## config.mk

```make
export PLATFORM = sky130hd
export DESIGN_NAME = pmdp_phy_end_flat
export DESIGN_NICKNAME = d
export VERILOG_FILES = /design/src/logic/pmdp_pkg.sv /design/src/logic/pmdp_mii_if.sv /design/src/logic/pmdp_fifo.sv /design/src/logic/pmdp_phy_end.sv /design/src/flat_wrapper.sv
export SDC_FILE = /design/constraint.sdc
export NUM_CORES = 1
export LEC_CHECK = 0
export ABC_AREA = 1
export BUFFER_PORTS_ARGS = -buffer_cell sky130_fd_sc_hd__clkbuf_2
export CAP_MARGIN = 20
export CORE_MARGIN = 3
export CORE_UTILIZATION = 40
export DETAILED_ROUTE_END_ITERATION = 7
export GPL_TIMING_DRIVEN = 0
export PLACE_DENSITY = 0.57
export SETUP_SLACK_MARGIN = 0.3
export SLEW_MARGIN = 40
export SYNTH_ARGS = -nofsm -noshare
export SYNTH_HDL_FRONTEND = slang
export SYNTH_SLANG_ARGS = --single-unit
export TNS_END_PERCENT = 50
```

## constraint.sdc

```tcl
create_clock -name clk_sys -period 2.6 [get_ports clk_sys]
set_input_delay 0.13 -clock clk_sys [delete_from_list [all_inputs] [get_ports clk_sys]]
set_output_delay 0.13 -clock clk_sys [all_outputs]
set_load 0.02 [all_outputs]
```

## src/logic/pmdp_pkg.sv

```systemverilog
package pmdp_pkg;

	// System clock and MII clock rates
	localparam int CLK_SYS_KHZ = 200000;
	localparam int MII_100_KHZ = 25000;
	localparam int MII_10_KHZ = 2500;

	localparam int CNT_W = 7;
	localparam logic [CNT_W-1:0] DIV_100 = CNT_W'(CLK_SYS_KHZ / MII_100_KHZ);
	localparam logic [CNT_W-1:0] DIV_10 = CNT_W'(CLK_SYS_KHZ / MII_10_KHZ);
	localparam logic [CNT_W-1:0] CNT_ZERO = 7'h00;
	localparam logic [CNT_W-1:0] CNT_ONE = 7'h01;

	localparam int NIB_W = 4;
	localparam int RX_FIFO_DEPTH = 4;
	localparam logic [NIB_W-1:0] NIB_ZERO = 4'h0;

	typedef enum logic [2:0] {
		PMDP_RX_IDLE = 3'b001,
		PMDP_RX_CARRIER = 3'b010,
		PMDP_RX_FRAME = 3'b100
	} pmdp_rx_state_t;

	// Full period of an MII clock in system cycles
	function automatic logic [CNT_W-1:0] pmdp_div(input logic speed_100);
		pmdp_div = speed_100 ? DIV_100 : DIV_10;
	endfunction

	// Clock is high during the first half of the period
	function automatic logic pmdp_clk_level(input logic [CNT_W-1:0] cnt, input logic speed_100);
		pmdp_clk_level = cnt < (pmdp_div(speed_100) >> 1);
	endfunction

	// Last count of the period: the next cycle is a rising edge
	function automatic logic pmdp_wrap(input logic [CNT_W-1:0] cnt, input logic speed_100);
		pmdp_wrap = cnt >= (pmdp_div(speed_100) - CNT_ONE);
	endfunction

endpackage

```

## src/logic/pmdp_mii_if.sv

```systemverilog
`timescale 1ns/1ps
interface pmdp_mii_if;
	import pmdp_pkg::*;

	logic rx_clk_o;
	logic rx_clk_oe;
	logic [NIB_W-1:0] rxd_o;
	logic rxd_oe;
	logic rx_dv_o;
	logic rx_dv_oe;
	logic rx_er_o;
	logic rx_er_oe;
	logic rx_clk;
	logic [NIB_W-1:0] rxd;
	logic rx_dv;
	logic rx_er;
	logic tx_clk;
	logic [NIB_W-1:0] txd;
	logic tx_en;
	logic tx_er;
	logic rx_bus_tristate_req;

	// Undriven shared receive bus reads as low (weak pull-down)
	assign rx_clk = rx_clk_oe ? rx_clk_o : 1'b0;
	assign rxd = rxd_oe ? rxd_o : NIB_ZERO;
	assign rx_dv = rx_dv_oe ? rx_dv_o : 1'b0;
	assign rx_er = rx_er_oe ? rx_er_o : 1'b0;

	modport phy (
		output rx_clk_o,
		output rx_clk_oe,
		output rxd_o,
		output rxd_oe,
		output rx_dv_o,
		output rx_dv_oe,
		output rx_er_o,
		output rx_er_oe,
		output tx_clk,
		input txd,
		input tx_en,
		input tx_er,
		input rx_bus_tristate_req
	);

	modport mac (
		input rx_clk,
		input rxd,
		input rx_dv,
		input rx_er,
		input tx_clk,
		output txd,
		output tx_en,
		output tx_er,
		output rx_bus_tristate_req
	);

endinterface

```

## src/logic/pmdp_fifo.sv

```systemverilog
`timescale 1ns/1ps
module pmdp_fifo #(
	parameter int WIDTH = 4,
	parameter int DEPTH = 4
) (
	input wire logic clk_sys,
	input wire logic rst,
	input wire logic in_valid,
	output logic in_ready,
	input wire logic [WIDTH-1:0] in_data,
	output logic out_valid,
	input wire logic out_ready,
	output logic [WIDTH-1:0] out_data
);
	localparam int PTR_W = (DEPTH > 1) ? $clog2(DEPTH) : 1;
	localparam int CNT_W = $clog2(DEPTH + 1);
	localparam logic [PTR_W-1:0] PTR_LAST = PTR_W'(DEPTH - 1);
	localparam logic [PTR_W-1:0] PTR_ONE = PTR_W'(1);
	localparam logic [CNT_W-1:0] FILL_FULL = CNT_W'(DEPTH);
	localparam logic [CNT_W-1:0] FILL_ONE = CNT_W'(1);

	typedef struct packed {
		logic [DEPTH-1:0][WIDTH-1:0] mem;
		logic [PTR_W-1:0] wr_ptr;
		logic [PTR_W-1:0] rd_ptr;
		logic [CNT_W-1:0] fill;
	} pmdp_fifo_state_t;

	pmdp_fifo_state_t s_reg;
	pmdp_fifo_state_t s_next;
	logic push;
	logic pop;

	function automatic logic [PTR_W-1:0] ptr_inc(input logic [PTR_W-1:0] p);
		ptr_inc = (p == PTR_LAST) ? '0 : p + PTR_ONE;
	endfunction

	assign in_ready = s_reg.fill != FILL_FULL;
	assign out_valid = s_reg.fill != '0;
	assign out_data = s_reg.mem[s_reg.rd_ptr];
	assign push = in_valid && in_ready;
	assign pop = out_valid && out_ready;

	always_comb begin
		s_next = s_reg;
		if (push) begin
			s_next.mem[s_reg.wr_ptr] = in_data;
			s_next.wr_ptr = ptr_inc(s_reg.wr_ptr);
		end
		if (pop) begin
			s_next.rd_ptr = ptr_inc(s_reg.rd_ptr);
		end
		if (push && !pop) begin
			s_next.fill = s_reg.fill + FILL_ONE;
		end else if (pop && !push) begin
			s_next.fill = s_reg.fill - FILL_ONE;
		end
	end

	always_ff @(posedge clk_sys) begin
		if (rst) begin
			s_reg <= '0;
		end else begin
			s_reg <= s_next;
		end
	end

endmodule

```

## src/logic/pmdp_phy_end.sv

```systemverilog
`timescale 1ns/1ps
module pmdp_phy_end
	import pmdp_pkg::*;
(
	input wire logic clk_sys,
	input wire logic rst,
	pmdp_mii_if.phy mii,
	input wire logic speed_100,
	input wire logic link_up,
	input wire logic carrier_sense,
	input wire logic line_rx_valid,
	output logic line_rx_ready,
	input wire logic [NIB_W-1:0] line_rx_data,
	input wire logic start_delim_seen,
	input wire logic end_delim_seen,
	input wire logic signal_error,
	input wire logic false_carrier,
	input wire logic frame_error,
	output logic line_tx_valid,
	output logic [NIB_W-1:0] line_tx_data,
	output logic line_tx_halt
);

	typedef struct packed {
		pmdp_rx_state_t rx_state;
		logic [CNT_W-1:0] rx_cnt;
		logic rx_clk;
		logic [NIB_W-1:0] rxd;
		logic rx_dv;
		logic rx_er;
		logic start_pend;
		logic end_pend;
		logic fc_pend;
		logic ferr_pend;
		logic link_prev;
		logic [CNT_W-1:0] tx_cnt;
		logic tx_clk;
		logic tx_valid;
		logic [NIB_W-1:0] tx_data;
		logic tx_halt;
		logic tri_s1;
		logic tri_s2;
		logic [NIB_W-1:0] txd_s1;
		logic [NIB_W-1:0] txd_s2;
		logic txen_s1;
		logic txen_s2;
		logic txer_s1;
		logic txer_s2;
	} pmdp_phy_state_t;

	pmdp_phy_state_t s_reg;
	pmdp_phy_state_t s_next;

	logic fifo_valid;
	logic fifo_pop;
	logic [NIB_W-1:0] fifo_data;
	logic rx_rise;
	logic realign;

	// Line nibbles wait here for the next receive clock edge
	pmdp_fifo #(
		.WIDTH(NIB_W),
		.DEPTH(RX_FIFO_DEPTH)
	) u_rx_fifo (
		.clk_sys(clk_sys),
		.rst(rst),
		.in_valid(line_rx_valid),
		.in_ready(line_rx_ready),
		.in_data(line_rx_data),
		.out_valid(fifo_valid),
		.out_ready(fifo_pop),
		.out_data(fifo_data)
	);

	assign rx_rise = pmdp_wrap(s_reg.rx_cnt, speed_100);
	// The nibble shown with valid's rise leaves the buffer at once, or it would repeat
	assign fifo_pop = rx_rise && fifo_valid && (((s_reg.rx_state == PMDP_RX_FRAME) && !s_reg.end_pend)
		|| ((s_reg.rx_state == PMDP_RX_CARRIER) && s_reg.start_pend));

	// 10M realigns on each carrier, 100M only when the link comes up
	always_comb begin
		if (speed_100) begin
			realign = link_up && !s_reg.link_prev;
		end else begin
			realign = carrier_sense && (s_reg.rx_state == PMDP_RX_IDLE);
		end
	end

	always_comb begin
		s_next = s_reg;

		s_next.tri_s1 = mii.rx_bus_tristate_req;
		s_next.tri_s2 = s_reg.tri_s1;
		s_next.txd_s1 = mii.txd;
		s_next.txd_s2 = s_reg.txd_s1;
		s_next.txen_s1 = mii.tx_en;
		s_next.txen_s2 = s_reg.txen_s1;
		s_next.txer_s1 = mii.tx_er;
		s_next.txer_s2 = s_reg.txer_s1;
		s_next.link_prev = link_up;

		// Receive clock divider; a realign restarts the period, so one short phase may occur
		if (realign) begin
			s_next.rx_cnt = CNT_ZERO;
		end else if (rx_rise) begin
			s_next.rx_cnt = CNT_ZERO;
		end else begin
			s_next.rx_cnt = s_reg.rx_cnt + CNT_ONE;
		end
		s_next.rx_clk = pmdp_clk_level(s_next.rx_cnt, speed_100);

		// Events may land between edges; hold them, a new event beats the clear
		s_next.start_pend = s_reg.start_pend || start_delim_seen;
		s_next.end_pend = s_reg.end_pend || end_delim_seen || signal_error;
		s_next.fc_pend = s_reg.fc_pend || false_carrier;
		s_next.ferr_pend = s_reg.ferr_pend || frame_error;

		if (rx_rise) begin
			case (s_reg.rx_state)
				PMDP_RX_IDLE: begin
					s_next.rx_dv = 1'b0;
					s_next.rx_er = 1'b0;
					s_next.start_pend = start_delim_seen;
					s_next.end_pend = end_delim_seen || signal_error;
					s_next.fc_pend = false_carrier;
					s_next.ferr_pend = frame_error;
				end
				PMDP_RX_CARRIER: begin
					if (s_reg.start_pend && fifo_valid) begin
						s_next.rx_state = PMDP_RX_FRAME;
						s_next.rx_dv = 1'b1;
						s_next.rxd = fifo_data;
						s_next.rx_er = 1'b0;
						s_next.start_pend = start_delim_seen;
						s_next.end_pend = end_delim_seen || signal_error;
					end else if (!carrier_sense) begin
						s_next.rx_state = PMDP_RX_IDLE;
						s_next.rx_er = 1'b0;
					end else begin
						s_next.rx_er = speed_100 && s_reg.fc_pend;
					end
					s_next.fc_pend = false_carrier;
				end
				PMDP_RX_FRAME: begin
					if (s_reg.end_pend) begin
						s_next.rx_state = carrier_sense ? PMDP_RX_CARRIER : PMDP_RX_IDLE;
						s_next.rx_dv = 1'b0;
						s_next.rx_er = 1'b0;
						s_next.end_pend = end_delim_seen || signal_error;
						s_next.start_pend = start_delim_seen;
					end else begin
						// Underrun repeats the last nibble
						if (fifo_valid) begin
							s_next.rxd = fifo_data;
						end
						s_next.rx_er = speed_100 && s_reg.ferr_pend;
					end
					s_next.ferr_pend = frame_error;
				end
				default: begin
					s_next.rx_state = PMDP_RX_IDLE;
					s_next.rx_dv = 1'b0;
					s_next.rx_er = 1'b0;
				end
			endcase
		end else if (s_reg.rx_state == PMDP_RX_IDLE && carrier_sense) begin
			s_next.rx_state = PMDP_RX_CARRIER;
		end

		// Transmit clock divider runs free from the reference
		if (pmdp_wrap(s_reg.tx_cnt, speed_100)) begin
			s_next.tx_cnt = CNT_ZERO;
		end else begin
			s_next.tx_cnt = s_reg.tx_cnt + CNT_ONE;
		end
		s_next.tx_clk = pmdp_clk_level(s_next.tx_cnt, speed_100);

		s_next.tx_valid = 1'b0;
		if (pmdp_wrap(s_reg.tx_cnt, speed_100) && s_reg.txen_s2) begin
			s_next.tx_valid = 1'b1;
			s_next.tx_data = s_reg.txd_s2;
			s_next.tx_halt = speed_100 && s_reg.txer_s2;
		end
	end

	always_ff @(posedge clk_sys) begin
		if (rst) begin
			s_reg <= '0;
			s_reg.rx_state <= PMDP_RX_IDLE;
			// Wrap at release, so the first transmit clock high phase is a full one
			s_reg.tx_cnt <= DIV_10 - CNT_ONE;
		end else begin
			s_reg <= s_next;
		end
	end

	// MAC holding the request high releases the shared receive bus
	assign mii.rx_clk_o = s_reg.rx_clk;
	assign mii.rx_clk_oe = !s_reg.tri_s2;
	assign mii.rxd_o = s_reg.rxd;
	assign mii.rxd_oe = !s_reg.tri_s2;
	assign mii.rx_dv_o = s_reg.rx_dv;
	assign mii.rx_dv_oe = !s_reg.tri_s2;
	assign mii.rx_er_o = s_reg.rx_er;
	assign mii.rx_er_oe = !s_reg.tri_s2;
	assign mii.tx_clk = s_reg.tx_clk;

	assign line_tx_valid = s_reg.tx_valid;
	assign line_tx_data = s_reg.tx_data;
	assign line_tx_halt = s_reg.tx_halt;

endmodule

```

## src/flat_wrapper.sv

```systemverilog
// flat-port wrapper written by rule: the top's interface ports become plain ports
module pmdp_phy_end_flat import pmdp_pkg::*;
  (clk_sys, rst, speed_100, link_up, carrier_sense, line_rx_valid, line_rx_ready, line_rx_data, start_delim_seen, end_delim_seen, signal_error, false_carrier, frame_error, line_tx_valid, line_tx_data, line_tx_halt, mii_rx_clk_o, mii_rx_clk_oe, mii_rxd_o, mii_rxd_oe, mii_rx_dv_o, mii_rx_dv_oe, mii_rx_er_o, mii_rx_er_oe, mii_tx_clk, mii_txd, mii_tx_en, mii_tx_er, mii_rx_bus_tristate_req);
  pmdp_mii_if mii_i ();
  input wire logic clk_sys;
  input wire logic rst;
  input wire logic speed_100;
  input wire logic link_up;
  input wire logic carrier_sense;
  input wire logic line_rx_valid;
  output logic line_rx_ready;
  input wire logic [NIB_W-1:0] line_rx_data;
  input wire logic start_delim_seen;
  input wire logic end_delim_seen;
  input wire logic signal_error;
  input wire logic false_carrier;
  input wire logic frame_error;
  output logic line_tx_valid;
  output logic [NIB_W-1:0] line_tx_data;
  output logic line_tx_halt;
  output wire logic [$bits(mii_i.rx_clk_o)-1:0] mii_rx_clk_o;
  output wire logic [$bits(mii_i.rx_clk_oe)-1:0] mii_rx_clk_oe;
  output wire logic [$bits(mii_i.rxd_o)-1:0] mii_rxd_o;
  output wire logic [$bits(mii_i.rxd_oe)-1:0] mii_rxd_oe;
  output wire logic [$bits(mii_i.rx_dv_o)-1:0] mii_rx_dv_o;
  output wire logic [$bits(mii_i.rx_dv_oe)-1:0] mii_rx_dv_oe;
  output wire logic [$bits(mii_i.rx_er_o)-1:0] mii_rx_er_o;
  output wire logic [$bits(mii_i.rx_er_oe)-1:0] mii_rx_er_oe;
  output wire logic [$bits(mii_i.tx_clk)-1:0] mii_tx_clk;
  input wire logic [$bits(mii_i.txd)-1:0] mii_txd;
  input wire logic [$bits(mii_i.tx_en)-1:0] mii_tx_en;
  input wire logic [$bits(mii_i.tx_er)-1:0] mii_tx_er;
  input wire logic [$bits(mii_i.rx_bus_tristate_req)-1:0] mii_rx_bus_tristate_req;
  assign mii_rx_clk_o = mii_i.rx_clk_o;
  assign mii_rx_clk_oe = mii_i.rx_clk_oe;
  assign mii_rxd_o = mii_i.rxd_o;
  assign mii_rxd_oe = mii_i.rxd_oe;
  assign mii_rx_dv_o = mii_i.rx_dv_o;
  assign mii_rx_dv_oe = mii_i.rx_dv_oe;
  assign mii_rx_er_o = mii_i.rx_er_o;
  assign mii_rx_er_oe = mii_i.rx_er_oe;
  assign mii_tx_clk = mii_i.tx_clk;
  assign mii_i.txd = mii_txd;
  assign mii_i.tx_en = mii_tx_en;
  assign mii_i.tx_er = mii_tx_er;
  assign mii_i.rx_bus_tristate_req = mii_rx_bus_tristate_req;
  pmdp_phy_end u_core (.clk_sys(clk_sys), .rst(rst), .mii(mii_i), .speed_100(speed_100), .link_up(link_up), .carrier_sense(carrier_sense), .line_rx_valid(line_rx_valid), .line_rx_ready(line_rx_ready), .line_rx_data(line_rx_data), .start_delim_seen(start_delim_seen), .end_delim_seen(end_delim_seen), .signal_error(signal_error), .false_carrier(false_carrier), .frame_error(frame_error), .line_tx_valid(line_tx_valid), .line_tx_data(line_tx_data), .line_tx_halt(line_tx_halt));
endmodule
```

==> run metrics <==
Hold Startpoint=signal_error; Synth Area per Inst=roughly 7.5 µm²; Detail Route Antenna Nets=0; P_leak=about 1.9 nW; Ports=41; met3 Use GR=around 4.6%; sw frac=a little under a third; unrepaired setup endpoints after global routing=true; WHS=0.0419 ns; Slew Viols, Final=0; Fmax=around 450 MHz; fin crit share=85.8%; flops & latches, synth=73; DR iter-0 viols=95; iteration count of the initial detailed-routing pass=4; WHS Endpoint=u_core.s_reg[31]$_SDFF_PP0_; normalized max-slew margin=64.4%; worst skew pair latency=0.35 ns; Multi-input gate area=1550 µm²; final setup violating endpoints=0; Clk pwr share=31.5%; Cell Int Power=1.71 mW; Synth Cell Area=3380 µm²; post-synthesis cell count=450; Top delay family on crit path=adder cells; met2 Use GR=25.0%; Clk pin slew, worst setup/hold paths=0.07 ns; Worst Path Buf+Inv=2; PortBufs=39; first-pass GRT wire length=12200 µm; transition time of the tightest slew-check pin=~0.53 ns; number of global-route vias before repair=2759; PwrDens=609 nW/µm²; full die area=9600 µm²; CP Max Fanout=5; Initial Utilization=~42%; FF-to-FF End=u_core.u_rx_fifo.s_reg[1]$_SDFFE_PP0P_; Detailed Place HPWL=5180 µm; Setup crit end kind=register; final hold vios=0; Tmin final=2.23 ns; part of the power in registers=50.5%; Setup Crit Path Kind=register to register; path type of the worst min-delay path=primary input to register; max-cap violation count=0; Worst Setup Start Kind=register; CTS Buf Count=9; grt total ovfl=0; CP Cell Sequence=ha_1 > nand2_1 > nor2_1 > nand2_1 > nand2_4 > nand3_4 > buf_6 > ha_1 > inv_1 > fa_1 > o21ai_0 > a21oi_1; CORE AREA=approximately 8000 µm²; CTS Root Cell=clkbuf_8; clock skew=0.00710 ns; average wire per standard cell=11.3 µm; setup TNS=0 ns; clock sinks=73; fillcell total=841; r2r setup slk=0.37 ns; busiest grt layer=met2; H-tree depth=3; Synth Net Count=489; Layout area overhead=19.3%; CTS tree=built; status=finished clean; Required @ worst endpoint=2.83 ns; vias per cell=~4.6; Seq/Total Area, Yosys=between 40% and 50%; CTS max path bufs=2; DIE HEIGHT=98.0 µm; R2R cell count=12; antenna violations before repair=0; GR Layer Usage met1=around a fifth; die width=98.0 µm; Reg-to-Reg Start=u_core.s_reg[43]$_SDFF_PP0_; part of the power in combinational logic=18.1%; Max VDD drop=0.276 mV; WP data arrival=~2.5 ns; max reg flops=29; Switch Pwr=752 µW; diode count=0; Final GP Congestion=between 0.8 and 0.9; Core Rows=32; synth unique cells=33; Max stage delay on crit path=0.41 ns; Syn. warnings=0; Remaining DRCs=0; nets=553; All-Layer GR Usage=15.5%; share of cells above drive strength 1=between 10% and 20%; worst hold path stage count=3; CP max stage cell=fa_1; via count=~2.9k; FF+latch area=1460 µm²; Routed WL=around 7000 µm; largest net degree at the start of global routing=14
==> final cells by class <==
class / count / area share, %
inverters: 72 / 6.69
multi-input cells: 284 / 38.3
clock buffers: 9 / 3.07
clock inverters: 7 / 1.18
repair buffers: 53 / 8.12
flip-flops and latches: 73 / 36.2
well taps: 102 / 3.16
plain buffers: 21 / 3.25
==> routing by layer <==
| metal | vias up | wire (µm) |
|---|---|---|
| li1 | 1552 | - |
| met1 | 1259 | 3510 |
| met2 | 54 | 3100 |
| met3 | 8 | 303 |
| met4 | 0 | 89 |
| met5 | - | 0 |
==> kinds of logic after synthesis <==
kind of cell | synth area share (%)
AND/OR/NAND/NOR | 22.7
buffers and inverters | 11.8
AO/OA/AOI/OAI | 14.0
flip-flops | 43.2
adder cells (fa/ha/maj) | 6.51
XOR/XNOR | 1.81
==> through the flow <==
step                setup WS [ns]  instance area (µm²)  std cells  power [mW]  utilization [%]
finish                      0.370                 4040        621        2.46             50.7
global route                0.254                 4040        621        2.62             50.7
CTS                         0.305                 4030        621        2.49             50.6
detailed placement        -0.0274                 3710        591        1.70             46.5
global placement           0.0106                 3710        591        1.69             46.5
floorplan                   0.344                 3380        450        1.58                -
==> cells in the final DEF (no fill, tap or decap), types with 2 or more instances in the layout <==
cell type,instances
o21ai_0,34
nor2_1,61
inv_2,5
nand4_1,5
nand3_1,22
xor2_1,7
clkbuf_8,9
o21ai_1,6
clkbuf_1,7
a21oi_1,43
buf_4,14
clkbuf_2,39
clkinvlp_4,2
clkinv_2,3
dlygate4sd3_1,11
nand3b_1,2
nor2_4,2
nor2_2,4
dfxtp_1,71
nand2_2,4
o21a_1,2
nand3_2,3
nor3_1,4
inv_1,67
nand2_1,59
clkinv_4,2
dfxtp_2,2
ha_1,15
==> worst reg2reg max path: stages, from the launching register on <==
cell and delay (ns):
dfxtp_2 0.35, ha_1 0.27, nand2_1 0.05, nor2_1 0.11
nand2_1 0.11, nand2_4 0.11, nand3_4 0.09, buf_6 0.13
ha_1 0.16, inv_1 0.10, fa_1 0.41, o21ai_0 0.18
a21oi_1 0.06
==> power by group through the flow <==
| stage | sequential (mW) | clock (mW) | combinational (mW) |
|---|---|---|---|
| 2_1_floorplan | 1.26 | 0 | 0.316 |
| 3_3_place_gp | 1.26 | 0 | 0.421 |
| 3_5_place_dp | 1.27 | 0 | 0.429 |
| 4_1_cts | 1.24 | 0.802 | 0.447 |
| 5_1_grt | 1.25 | 0.852 | 0.516 |
| 6_report | 1.24 | 0.773 | 0.444 |
==> synth_stat cells (all sizes together) <==
library cell   n  area share [%]
inv           72             8.0
buf           14             3.0
a21o           1            0.22
o21bai         1            0.22
nand2         64             7.6
or2            1            0.26
a21oi         44             6.6
clkbuf         7            0.78
a211oi         1            0.37
nor3           5            0.89
nand3         26             4.4
xor2           7             1.8
o21ai         40             5.9
nor2          67             8.1
ha            16             5.9
o21a           2            0.44
nand3b         2            0.44
nand4          5            0.92
fa             1            0.59
dfxtp         73              43
o41ai          1            0.26
==> worst max path at each step <==
stage,slack (ns),to,cells after the start,startpoint
3_5_place_dp,-0.03,u_core.u_rx_fifo.s_reg[2]$_SDFFE_PP0P_,15,speed_100
4_1_cts,0.31,u_core.u_rx_fifo.s_reg[2]$_SDFFE_PP0P_,14,u_core.s_reg[46]$_SDFF_PP0_
3_3_place_gp,0.01,u_core.u_rx_fifo.s_reg[2]$_SDFFE_PP0P_,15,speed_100
5_1_grt,0.25,u_core.u_rx_fifo.s_reg[2]$_SDFFE_PP0P_,14,u_core.s_reg[43]$_SDFF_PP0_
2_1_floorplan,0.34,u_core.u_rx_fifo.s_reg[2]$_SDFFE_PP0P_,14,u_core.s_reg[46]$_SDFF_PP0_
6_report,0.37,u_core.u_rx_fifo.s_reg[1]$_SDFFE_PP0P_,12,u_core.s_reg[43]$_SDFF_PP0_
==> what timing repair did <==
action | CTS | global route
hold endpoints to repair | 11 | 0
pin swaps | 2 | 0
hold buffers | 11 | 0
endpoints found under the setup margin | 2 | 2
setup buffers | 3 | 0
gates resized for setup | 4 | 5
No activity file was read; power rests on OpenSTA's default activity.
